[config.mk]
export PLATFORM = sky130hd
export DESIGN_NAME = accel_sample_fifo
export DESIGN_NICKNAME = d
export VERILOG_FILES = /design/src/design/trim_loader.v /design/src/design/accel_sample_fifo.v
export VERILOG_INCLUDE_DIRS = /design/src /design/src/shared
export SDC_FILE = /design/constraint.sdc
export NUM_CORES = 2
export LEC_CHECK = 0
export ABC_AREA = 0
export BUFFER_PORTS_ARGS = -buffer_cell sky130_fd_sc_hd__buf_2
export CAP_MARGIN = 5
export CORE_UTILIZATION = 55
export CTS_BUF_LIST = sky130_fd_sc_hd__clkbuf_4
export CTS_CLUSTER_DIAMETER = 120
export DETAILED_ROUTE_END_ITERATION = 8
export PLACE_DENSITY_LB_ADDON = 0.3
export SLEW_MARGIN = 20
export SYNTH_ARGS = -nofsm -noshare
export SYNTH_HDL_FRONTEND = slang
export SYNTH_HIERARCHICAL = 1
export SYNTH_SLANG_ARGS = --single-unit
export TNS_END_PERCENT = 20
[constraint.sdc]
create_clock -name i_clk -period 12 [get_ports i_clk]
set_input_delay 1.2 -clock i_clk [delete_from_list [all_inputs] [get_ports i_clk]]
set_output_delay 1.2 -clock i_clk [all_outputs]
set_load 0.03 [all_outputs]
[src/shared/accel_fifo_map.vh]
`ifndef ACCEL_FIFO_MAP_VH
`define ACCEL_FIFO_MAP_VH

// Register offsets.
`define REG_FIFO_STATUS 8'h00
`define REG_OUT_X_HI 8'h01
`define REG_OUT_X_LO 8'h02
`define REG_OUT_Y_HI 8'h03
`define REG_OUT_Y_LO 8'h04
`define REG_OUT_Z_HI 8'h05
`define REG_OUT_Z_LO 8'h06
`define REG_BUF_SETUP 8'h09
`define REG_POST_TRIG 8'h0A
`define REG_TRIG_STATUS 8'h0B
`define REG_RANGE_CFG 8'h0E
`define REG_PRIMARY_CTRL 8'h2A
`define REG_USER_OFF_BASE 8'h2F
`define USER_OFF_REGS 8'h06

// In fast read mode the three high bytes sit at 0x01..0x03.
`define REG_FAST_Z_HI 8'h03

// Field positions.
`define SETUP_MODE_MSB 7
`define SETUP_MODE_LSB 6
`define SETUP_WM_MSB 5
`define SETUP_WM_LSB 0
`define CTRL_ACTIVE_BIT 0
`define CTRL_FAST_BIT 1

// Buffer modes.
`define MODE_DISABLED 2'h0
`define MODE_CIRCULAR 2'h1
`define MODE_FILL 2'h2
`define MODE_TRIGGER 2'h3

// Full-scale range codes.
`define RANGE_2G 2'h0
`define RANGE_4G 2'h1
`define RANGE_8G 2'h2

// Reset values.
`define SETUP_RESET 8'h00
`define CTRL_RESET 8'h00
`define RANGE_RESET 2'h0
`define POST_TRIG_RESET 6'h00
`define USER_OFF_RESET 8'h00

// Output code limits of a 14-bit two's complement sample.
`define CODE_MAX 19'sh0_1fff
`define CODE_MIN 19'sh7_e000
`define CODE_POS_SAT 14'h1fff
`define CODE_NEG_SAT 14'h2000

// Trim words read at start-up and the sensitivity trim shift.
`define TRIM_WORDS 3'h6
`define GAIN_SHIFT 9

`endif

[src/design/trim_loader.v]
`timescale 1ns/1ps
`include "accel_fifo_map.vh"

module trim_loader #(
    parameter [2:0] WORDS = `TRIM_WORDS
) (
    input wire i_clk, // System clock.
    input wire i_reset, // Synchronous reset, active high.
    output wire o_trim_rd, // Read strobe to trim storage.
    output wire [2:0] o_trim_addr, // Trim word address.
    input wire [7:0] i_trim_data, // Trim word, valid the cycle after the strobe.
    output wire [8*WORDS-1:0] o_trim_values, // All trim words, word 0 lowest.
    output wire o_done // High once every trim word is loaded.
);
    localparam [2:0] ST_ISSUE = 3'b001;
    localparam [2:0] ST_CAPTURE = 3'b010;
    localparam [2:0] ST_DONE = 3'b100;
    localparam [2:0] LAST_IDX = WORDS - 3'h1;

    reg [2:0] state;
    reg [2:0] idx;
    reg [8*WORDS-1:0] values;

    assign o_trim_rd = (state == ST_ISSUE);
    assign o_trim_addr = idx;
    assign o_trim_values = values;
    assign o_done = (state == ST_DONE);

    always @(posedge i_clk) begin
        if (i_reset) begin
            state <= ST_ISSUE;
            idx <= 3'h0;
            values <= {(8*WORDS){1'b0}};
        end else begin
            case (state)
                ST_ISSUE: begin
                    state <= ST_CAPTURE;
                end
                ST_CAPTURE: begin
                    values[{idx, 3'b000} +: 8] <= i_trim_data;
                    if (idx == LAST_IDX) begin
                        state <= ST_DONE;
                    end else begin
                        idx <= idx + 3'h1;
                        state <= ST_ISSUE;
                    end
                end
                ST_DONE: begin
                    state <= ST_DONE;
                end
                default: begin
                    state <= ST_ISSUE;
                end
            endcase
        end
    end
endmodule

[src/design/accel_sample_fifo.v]
`timescale 1ns/1ps
`include "accel_fifo_map.vh"
// How it works
// - Each axis is a 14-bit two's complement code over a high and low byte.
// - High byte holds the top eight bits, low byte the remaining six.
// - Fast read set: only the three high bytes are offered, contiguously.
// - Fast read clear: full data, low bytes included, is returned.
// - 2g range spans -8192..8191 counts, 4096 counts per g.
// - 8g range spans -8192..8191 counts, 1024 counts per g.
// - The 8-bit result is the 14-bit code without its six lowest bits.
// - Buffer, trims and formatting work alike in 2g, 4g and 8g.
// - Buffer holds up to 32 three-axis samples without host activity.
// - Any sample strobe while active and after trim load is accepted, with no rate-dependent limit.
// - Buffered samples read out at 14-bit width or as high bytes only.
// - Setup register at 0x09 picks fill, circular, trigger or disabled.
// - Fill mode stores 32 samples, flags overflow on one more.
// - Full fill buffer drops samples until the host reads some out.
// - Circular mode overwrites the oldest sample, keeping the newest 32.
// - Trigger mode keeps pre-trigger data, then captures N more, then holds.
// - Watermark flag rises when fill level reaches the 1..32 setting.
// - Sensitivity and offset trims load from trim storage after reset.
// - Six volatile user offset registers shift each axis zero-g offset.
// - 4g range gives 2048 counts per g.
// - Leaving active mode keeps every register and the buffer intact.

module accel_sample_fifo #(
    parameter AW = 5 // Pointer width; the buffer holds two to this power samples.
) (
    input wire i_clk, // System clock, 125 MHz.
    input wire i_reset, // Synchronous reset, active high.
    input wire i_sample_valid, // One-cycle strobe: new acceleration sample.
    input wire [15:0] i_accel_x, // X acceleration, signed, 1/4096 g units.
    input wire [15:0] i_accel_y, // Y acceleration, signed, 1/4096 g units.
    input wire [15:0] i_accel_z, // Z acceleration, signed, 1/4096 g units.
    input wire i_trigger, // One-cycle trigger event for trigger mode.
    input wire [7:0] i_reg_addr, // Register offset.
    input wire i_reg_wr, // Register write strobe.
    input wire i_reg_rd, // Register read strobe.
    input wire [7:0] i_reg_wdata, // Register write data.
    output wire [7:0] o_reg_rdata, // Read data, valid with o_reg_rvalid.
    output wire o_reg_rvalid, // One-cycle pulse after a read strobe.
    output wire o_trim_rd, // Trim storage read strobe.
    output wire [2:0] o_trim_addr, // Trim storage word address.
    input wire [7:0] i_trim_data, // Trim storage data, one cycle after strobe.
    output wire o_trim_done, // Trims loaded; samples accepted from now on.
    output wire o_watermark, // Fill level at or above the watermark.
    output wire o_overflow // Sticky overflow flag.
);
    reg [7:0] setup;
    reg [7:0] ctrl;
    reg [1:0] range;
    reg [5:0] post_count;
    reg [7:0] user_off [0:5];
    reg [13:0] last_x;
    reg [13:0] last_y;
    reg [13:0] last_z;
    reg [41:0] mem [0:(1<<AW)-1];
    reg [AW-1:0] wr_ptr;
    reg [AW-1:0] rd_ptr;
    reg [AW:0] count;
    reg [AW:0] next_count;
    reg overflow;
    reg wm_flag;
    reg triggered;
    reg [5:0] post_left;
    reg [7:0] rdata;
    reg rvalid;
    reg [7:0] read_mux;
    wire [47:0] trim;
    wire trim_done;
    integer i;

    // Gain trim is a signed fraction of 1/512; the user offset is in 2g counts so it
    // scales with the range like the signal itself.
    function [13:0] axis_conv;
        input [15:0] accel;
        input [7:0] gain;
        input [7:0] trim_off;
        input [15:0] uoff;
        input [1:0] rsel;
        reg signed [23:0] prod;
        reg signed [18:0] sum;
        reg signed [18:0] scaled;
        begin
            prod = $signed(accel) * $signed(gain);
            sum = {{3{accel[15]}}, accel} + {{4{prod[23]}}, prod[23:`GAIN_SHIFT]}
                + {{11{trim_off[7]}}, trim_off} + {{3{uoff[15]}}, uoff};
            case (rsel)
                `RANGE_4G: scaled = sum >>> 1;
                `RANGE_8G: scaled = sum >>> 2;
                default: scaled = sum;
            endcase
            if (scaled > `CODE_MAX) begin
                axis_conv = `CODE_POS_SAT;
            end else if (scaled < `CODE_MIN) begin
                axis_conv = `CODE_NEG_SAT;
            end else begin
                axis_conv = scaled[13:0];
            end
        end
    endfunction

    trim_loader #(
        .WORDS(`TRIM_WORDS)
    ) u_trim (
        .i_clk(i_clk),
        .i_reset(i_reset),
        .o_trim_rd(o_trim_rd),
        .o_trim_addr(o_trim_addr),
        .i_trim_data(i_trim_data),
        .o_trim_values(trim),
        .o_done(trim_done)
    );

    wire [1:0] mode = setup[`SETUP_MODE_MSB:`SETUP_MODE_LSB];
    wire [5:0] wm = setup[`SETUP_WM_MSB:`SETUP_WM_LSB];
    wire fast = ctrl[`CTRL_FAST_BIT];
    wire active = ctrl[`CTRL_ACTIVE_BIT];
    wire buf_on = (mode != `MODE_DISABLED);
    wire sample_in = i_sample_valid & active & trim_done;
    wire full = count[AW];
    wire empty = (count == {(AW+1){1'b0}});
    wire hold = triggered & (post_left == 6'h00);
    wire [7:0] last_addr = fast ? `REG_FAST_Z_HI : `REG_OUT_Z_LO;
    wire pop = i_reg_rd & (i_reg_addr == last_addr) & buf_on & ~empty;
    // Fill mode refuses when full unless a read frees a slot in the same cycle.
    wire take = sample_in & buf_on & ~hold & (~full | pop | (mode != `MODE_FILL));
    wire overwrite = take & full & ~pop;
    wire ovf_set = sample_in & buf_on & full & ~pop;
    wire trig_fire = i_trigger & (mode == `MODE_TRIGGER) & ~triggered;
    wire setup_wr = i_reg_wr & (i_reg_addr == `REG_BUF_SETUP);
    wire status_rd = i_reg_rd & (i_reg_addr == `REG_FIFO_STATUS);
    wire [7:0] uoff_rel = i_reg_addr - `REG_USER_OFF_BASE;
    wire in_user = (uoff_rel < `USER_OFF_REGS);

    wire [13:0] conv_x = axis_conv(i_accel_x, trim[7:0], trim[31:24],
                                   {user_off[0], user_off[1]}, range);
    wire [13:0] conv_y = axis_conv(i_accel_y, trim[15:8], trim[39:32],
                                   {user_off[2], user_off[3]}, range);
    wire [13:0] conv_z = axis_conv(i_accel_z, trim[23:16], trim[47:40],
                                   {user_off[4], user_off[5]}, range);

    // With the buffer on and holding data, the output bytes show its oldest sample.
    wire [41:0] head = mem[rd_ptr];
    wire [41:0] shown = (buf_on & ~empty) ? head : {last_x, last_y, last_z};

    always @* begin
        next_count = count;
        case ({take & ~overwrite, pop})
            2'b10: next_count = count + {{AW{1'b0}}, 1'b1};
            2'b01: next_count = count - {{AW{1'b0}}, 1'b1};
            default: next_count = count;
        endcase
    end

    always @* begin
        read_mux = 8'h00;
        case (i_reg_addr)
            `REG_FIFO_STATUS: read_mux = {overflow, wm_flag, count[5:0]};
            `REG_OUT_X_HI: read_mux = shown[41:34];
            `REG_OUT_X_LO: read_mux = fast ? shown[27:20] : {shown[33:28], 2'b00};
            `REG_OUT_Y_HI: read_mux = fast ? shown[13:6] : shown[27:20];
            `REG_OUT_Y_LO: read_mux = fast ? 8'h00 : {shown[19:14], 2'b00};
            `REG_OUT_Z_HI: read_mux = fast ? 8'h00 : shown[13:6];
            `REG_OUT_Z_LO: read_mux = fast ? 8'h00 : {shown[5:0], 2'b00};
            `REG_BUF_SETUP: read_mux = setup;
            `REG_POST_TRIG: read_mux = {2'b00, post_count};
            `REG_TRIG_STATUS: read_mux = {6'h00, hold, triggered};
            `REG_RANGE_CFG: read_mux = {6'h00, range};
            `REG_PRIMARY_CTRL: read_mux = ctrl;
            default: begin
                if (in_user) begin
                    read_mux = user_off[uoff_rel[2:0]];
                end
            end
        endcase
    end

    // Registers and buffer contents carry no dependence on the active bit, so going
    // to standby keeps them; the active bit only gates new samples.
    always @(posedge i_clk) begin
        if (i_reset) begin
            setup <= `SETUP_RESET;
            ctrl <= `CTRL_RESET;
            range <= `RANGE_RESET;
            post_count <= `POST_TRIG_RESET;
            for (i = 0; i < 6; i = i + 1) begin
                user_off[i] <= `USER_OFF_RESET;
            end
            last_x <= 14'h0000;
            last_y <= 14'h0000;
            last_z <= 14'h0000;
            wr_ptr <= {AW{1'b0}};
            rd_ptr <= {AW{1'b0}};
            count <= {(AW+1){1'b0}};
            overflow <= 1'b0;
            wm_flag <= 1'b0;
            triggered <= 1'b0;
            post_left <= 6'h00;
            rdata <= 8'h00;
            rvalid <= 1'b0;
        end else begin
            if (i_reg_wr) begin
                case (i_reg_addr)
                    `REG_BUF_SETUP: setup <= i_reg_wdata;
                    `REG_POST_TRIG: post_count <= i_reg_wdata[5:0];
                    `REG_RANGE_CFG: range <= i_reg_wdata[1:0];
                    `REG_PRIMARY_CTRL: ctrl <= i_reg_wdata;
                    default: begin
                        if (in_user) begin
                            user_off[uoff_rel[2:0]] <= i_reg_wdata;
                        end
                    end
                endcase
            end
            if (sample_in) begin
                last_x <= conv_x;
                last_y <= conv_y;
                last_z <= conv_z;
            end
            if (take) begin
                mem[wr_ptr] <= {conv_x, conv_y, conv_z};
                wr_ptr <= wr_ptr + {{(AW-1){1'b0}}, 1'b1};
            end
            if (pop | overwrite) begin
                rd_ptr <= rd_ptr + {{(AW-1){1'b0}}, 1'b1};
            end
            count <= next_count;
            // A new overflow in the cycle of the status read survives the clear.
            overflow <= ovf_set | (overflow & ~status_rd);
            wm_flag <= buf_on & (wm != 6'h00) & (count >= wm);
            if (trig_fire) begin
                triggered <= 1'b1;
                post_left <= post_count;
            end else if (setup_wr) begin
                triggered <= 1'b0;
            end else if (take & triggered & (post_left != 6'h00)) begin
                post_left <= post_left - 6'h01;
            end
            rvalid <= i_reg_rd;
            if (i_reg_rd) begin
                rdata <= read_mux;
            end
            if (~buf_on) begin
                wr_ptr <= {AW{1'b0}};
                rd_ptr <= {AW{1'b0}};
                count <= {(AW+1){1'b0}};
                overflow <= 1'b0;
                triggered <= 1'b0;
                post_left <= 6'h00;
            end
        end
    end

    assign o_reg_rdata = rdata;
    assign o_reg_rvalid = rvalid;
    assign o_trim_done = trim_done;
    assign o_watermark = wm_flag;
    assign o_overflow = overflow;
endmodule

---- Word level (Yosys, flattened, before mapping) ----
Memories as Yosys holds them, arrays and structs flattened. A register that Yosys moved wholly into a read port is not among the register bits.
Cells that the tools add are included.
operators by class
  add/subtract/negate cells ............... 17
  multiply operators ...................... 3
  order comparisons ....................... 8
  equality and inequality tests ........... 23
  shift-type cells ........................ 2
  multiplexer cells ....................... 42
  bitwise operators ....................... 37
  reduce and logical (&&, ||, !) cells .... 18
operators by type and width
  kind                                                   count
  one-hot mux 18 bit (2 select lines)                    3
  one-hot mux 8 bit (12 select lines)                    1
  2-to-1 mux 14 bit                                      6
  multiplier 16 x 8 -> 24 bit                            3
  adder 18 x 16 -> 19 bit                                3
  > comparator 19 x 14 -> 1 bit (second input constant)  3
  < comparator 19 x 14 -> 1 bit (second input constant)  3
  2-to-1 mux 8 bit                                       7
  adder 17 x 8 -> 18 bit                                 3
  adder 16 x 15 -> 17 bit                                3
  bitwise mux 48 bit                                     1
  variable shift 8 x 8 -> 48 bit (first input constant)  1
  variable part select 8 x 8 -> 48 bit                   1
  2-to-1 mux 42 bit                                      1
  equality test 8 x 4 -> 1 bit (second input constant)   4
  AND 1 bit                                              24
  equality test 8 x 3 -> 1 bit (second input constant)   3
  2-to-1 mux 6 bit                                       3
  equality test 8 x 2 -> 1 bit (second input constant)   2
  2-to-1 mux 1 bit                                       13
  logical NOT 6 bit                                      2
  one-hot mux 6 bit (2 select lines)                     1
  AND reduction 2 bit                                    6
  nonzero test 6 bit                                     2
  other kinds (27)                                       51
word-level totals
  register bits after elaboration ......... 154
  bits in writable memories ............... 1392
  input port bits ......................... 78
  output and inout bits ................... 16
  word-level logic and storage cells ...... 171
  memories ................................ 2
memories
  memory    words  bits a word  rd ports  clocked after memory_dff  wr ports  line                    text
  mem       32     42           1         1                         1         accel_sample_fifo.v:57  reg [41:0] mem [0:(1<<AW)-1];
  user_off  6      8            7         0                         6         accel_sample_fifo.v:53  reg [7:0] user_off [0:5];

---- Depth between registers and ports, before layout ----
  depth in word-level cells ............... 14
  gate-level depth with buffers ........... 36
  gate-level depth less buffers ........... 33

---- Cells and area by module ----
The synthesis kept the hierarchy.
by module, submodules not included
  module             times used  cells each  area each (µm²)  sequential area each (µm²)
  accel_sample_fifo  1           4978        77780.8          44382.6
  trim_loader        1           245         2491.1           1081.0

---- Least setup slack after synthesis ----
No wires, ideal clock.
  path kind ............................... input-to-reg
  start point ............................. input i_accel_y[7]
  end point ............................... memory mem[0][25], data pin
  setup time .............................. 0.476 ns
  arrival ................................. 10.369 ns
  data required time ...................... 11.524 ns
  slack ................................... 1.155 ns
  stages .................................. 28
  path buffers ............................ 0
  cell sequence ........................... nand2_1 fa_1 inv_1 fa_1 fa_1 inv_1 fa_1 inv_1 ha_1 a21o_1 a21o_1 a21o_1 a2111oi_0 o31ai_1 o41a_1 nor3_1 o21bai_1 a21o_1 xnor2_1 fa_1 ha_1 inv_1 or3_1 o31ai_2 nand2_1 o31a_1 o31ai_2 a21boi_0
between the ends
  longest elaborated chain between the ends .. 8
  elaborated cells on any way between the ends .. 9
  those cells by class .................... add/sub (3); mul (1); order compare (2); mux (3)
RTL lines
  element                                  line                     text
  start, declared                          accel_sample_fifo.v:33   input wire [15:0] i_accel_y,
  multiplier 16 x 8 -> 24 bit              accel_sample_fifo.v:85   prod = $signed(accel) * $signed(gain);
  adder 16 x 15 -> 17 bit (*)              accel_sample_fifo.v:86   sum = {{3{accel[15]}}, accel} + {{4{prod[23]}}, prod[23:`GAIN_SHIFT]}
  adder 17 x 8 -> 18 bit (*)               accel_sample_fifo.v:86
  adder 18 x 16 -> 19 bit (*)              accel_sample_fifo.v:86
  one-hot mux 18 bit (2 select lines)      accel_sample_fifo.v:88   case (rsel)
  < comparator 19 x 14 -> 1 bit (no line)  --
  2-to-1 mux 14 bit                        accel_sample_fifo.v:95   end else if (scaled < `CODE_MIN) begin
  2-to-1 mux 14 bit (*)                    accel_sample_fifo.v:93   if (scaled > `CODE_MAX) begin
  net conv_y[11]                           accel_sample_fifo.v:138  wire [13:0] conv_y = axis_conv(i_accel_y, trim[15:8], trim[39:32],
  end, declared                            accel_sample_fifo.v:57
Mark *: on every way through the listed nets, which the timed path passes. The rest lies on a longest branch.

---- Worst setup path in the final report ----
  start point ............................. register u_trim.values[11] (netlist: u_trim/o_trim_values[11])
  end point ............................... memory mem[25][21], data pin
between the ends
  longest elaborated chain between the ends .. 8
  elaborated cells on any way between the ends .. 9
  those cells by class .................... add/sub (3); mul (1); order compare (2); mux (3)
RTL lines
  element                                  line                     text
  start, declared                          trim_loader.v:22         reg [8*WORDS-1:0] values;
  start signal, assigned                   trim_loader.v:33         values <= {(8*WORDS){1'b0}};
  start signal, assigned by index          trim_loader.v:40         values[{idx, 3'b000} +: 8] <= i_trim_data;
  multiplier 16 x 8 -> 24 bit (*)          accel_sample_fifo.v:85
  adder 16 x 15 -> 17 bit (*)              accel_sample_fifo.v:86
  adder 17 x 8 -> 18 bit (*)               accel_sample_fifo.v:86
  adder 18 x 16 -> 19 bit (*)              accel_sample_fifo.v:86
  one-hot mux 18 bit (2 select lines)      accel_sample_fifo.v:88
  < comparator 19 x 14 -> 1 bit (no line)  --
  2-to-1 mux 14 bit                        accel_sample_fifo.v:95
  2-to-1 mux 14 bit (*)                    accel_sample_fifo.v:93
  net conv_y[7]                            accel_sample_fifo.v:138
Marks and branches as above.

==> out/qor.yml <==
critPathKind: "reg2reg"
seq_area_frac_synth: 0.5664
clkLatencyLatePin_ps: 1320
rsz0062_at_grt: "false"
seqPwrFrac: 0.522
setup_viol: 0
floorplan.rows: 139
synth_commonest_cells: "1408 x edfxtp_1, 545 x inv_1, 435 x mux4_2, 403 x fa_1, 255 x nand2_1"
fp.dieW_um: 384.0
die_h_um: 384.0
grt_max_degree: 105
synth.area.top_cells: "edfxtp_1 53%, mux4_2 12%, fa_1 10%"
netlist_area_mm2: 0.08027
drt_wl_total_mm: 210.2
viasPerCell: 6.206
status: "finished, final reports clean"
hold_class: "in2reg"
die_area_mm2: 0.1475
post_cts_buffers: 0
p_per_area_mw_per_mm2: 149.3
fmax_mhz: 94.54
drt_iter0_markers: 5226
yosysTopAreaCell: "edfxtp_1"
port_buffers: 93
swShare: 0.2795
period_needed_ps: 10580
h-tree-depth: 5
areaGrowthSynthToFinish_pct: 9.792
finClkSkew_ps: 204.1
relSlewSlack: 0.1024
yosys_warnings: 6
hold_violations: 0
cts_buffers: 394
grt.overflow.total: 0
syn_inst: 5223
critPathSlowestCell: "dfxtp_1"
vias: 48190
drive_gt1_frac: 0.2238
synth_edf_count: 1408
p_leak_nw: 31.66
initial_utilization: 0.5568
post-route-period-util: 0.8814
clock-sinks: 1567
antenna_left: 0
crit_top_cell: "fa_1"
critPathMaxStageDelay_ps: 890
antenna_found_initial: 16
grt_pass1_wl_mm: 313.4
fin_setup_tns_ps: 0
yosys_most_used_dff: "edfxtp_1"
worstPathRequired_ps: 12720
finalWorstSetupSlack_ps: 1423
drv_slew: 0
coreArea_mm2: 0.1442
dp.cells: 7106
cts_tree: "built"
drc: 0
internal-power_w: 0.009478
root_buffer: "clkbuf_4"
clockBufferDepth: 4
endpoint_kind: "flip-flop"
worst_pin_slew_ps: 1332
place_ws_ps: 1039
ir_drop_mv: 0.1124
nets: 6292
cts_resized: 0
max_cap_violations: 0
ys_ff_latch: 1567
clk_pin_slew_worst_paths_ps: 60
p_clk_frac: 0.322
cp_max_fo: 32
cp_data_arrival_time_ps: 11290
detailed_place_hpwl_mm: 128.6
power_switching_w: 0.003676
synthDominantCellAreaShare: 0.5267
p_comb_frac: 0.155
ys_types: 85
grt_pass1_vias: 48900
synthArstFlopShare: 0
yosysMostFrequentCell: "edfxtp_1"
instances_no_fill: 7765
place.gp.congestion: 0.9223
grtUsageTotal: 0.2919
syn_area_per_cell_um2: 15.37
cts_hold_buf: 0
dr.pass1.iters: 6
start_kind: "flip-flop"
wl_per_cell_um: 27.07
io_pins: 94
final timing paths:
check | startpoint | to | slack [ps] | cells after the start
hold reg to reg | ctrl[3] | ctrl[3] | 460 | 2
setup reg to reg | u_trim/o_trim_values[11] | mem[25][21] | 1420 | 29
setup / recovery | u_trim/o_trim_values[11] | mem[25][21] | 1420 | 29
hold / removal | i_reg_wdata[5] | ctrl[5] | 320 | 3
cell type report:
cell class              count  area (µm²)
inverters                 545        2046
well taps                1903        2381
flip-flops and latches   1567       45480
clock inverters            84       374.1
multi-input cells        2904       32380
fillers                 10720       56050
diodes                     12       30.03
repair buffers            187        1211
clock buffers             563        4227
cells by family after synthesis:
logic type	after synthesis	share of synthesized area
flip-flops	1567	0.5664
XOR/XNOR	110	0.01200
multiplexers	548	0.1362
other	1	0.00004672
adder cells (fa/ha/maj)	615	0.1335
AO/OA/AOI/OAI	557	0.04837
buffers and inverters	767	0.03686
AND/OR/NAND/NOR	1058	0.06657
layout by cell type, fill, tap and decap left out, drive strengths merged, types with 30 or more instances in the layout:
cell type	count
xor2	32
xnor2	78
buf	187
ha	212
o211ai	30
a211oi	35
mux2i	107
a21oi	133
o21ai	99
clkinv	73
fa	403
nand3	76
inv	554
mux4	435
dfxtp	159
nand2b	94
clkbuf	563
nor3	33
a21o	33
edfxtp	1408
nand2	255
and2	251
nor2	241
registers in the layout, summed over array words and instances (netlist names), 8 cells and up, named ones only:
| register | cells |
|---|---|
| mem | 1344 |
| user_off | 64 |
| u_trim/o_trim_values | 48 |
| last_x | 14 |
| last_y | 14 |
| last_z | 14 |
| ctrl | 8 |
| o_reg_rdata | 8 |
| setup | 8 |
critical path: cells and delay by family (launching register included):
kind                     cells  cell delay, ps
AND/OR/NAND/NOR              3            1160
XOR/XNOR                     1             250
multiplexers                 1             220
AO/OA/AOI/OAI               14            4190
adder cells (fa/ha/maj)      7            3150
buffers and inverters        3             150
flip-flops                   1             890
through the flow:
stage | total power [W] | cell area [µm²] | hold WS [ps] | utilization
finish | 0.01315 | 88130 | 318.1 | 0.6113
detailed placement | 0.008950 | 83410 | 449.0 | 0.5785
global route | 0.01363 | 88110 | 250.8 | 0.6112
floorplan | 0.008130 | 80330 | 420.7 | -
CTS | 0.01314 | 88010 | 180.0 | 0.6105
global placement | 0.008873 | 83400 | 442.0 | 0.5784
power groups by stage:
| stage | clock [W] | sequential (W) | combinational (W) |
|---|---|---|---|
| 3_5_place_dp | 0 | 0.00699 | 0.00196 |
| 3_3_place_gp | 0 | 0.00699 | 0.00188 |
| 2_1_floorplan | 0 | 0.00700 | 0.00113 |
| 6_report | 0.00424 | 0.00687 | 0.00204 |
| 4_1_cts | 0.00431 | 0.00687 | 0.00196 |
| 5_1_grt | 0.00455 | 0.00687 | 0.00221 |
layer usage:
layer	track usage	vias up	routed length [µm]
met5	0	-	44
met4	0.1317	8	9624
met3	0.05628	527	22410
met2	0.4624	2814	100100
met1	0.3948	24550	78080
li1	-	20300	-
No activity file was read; power rests on OpenSTA's default activity.
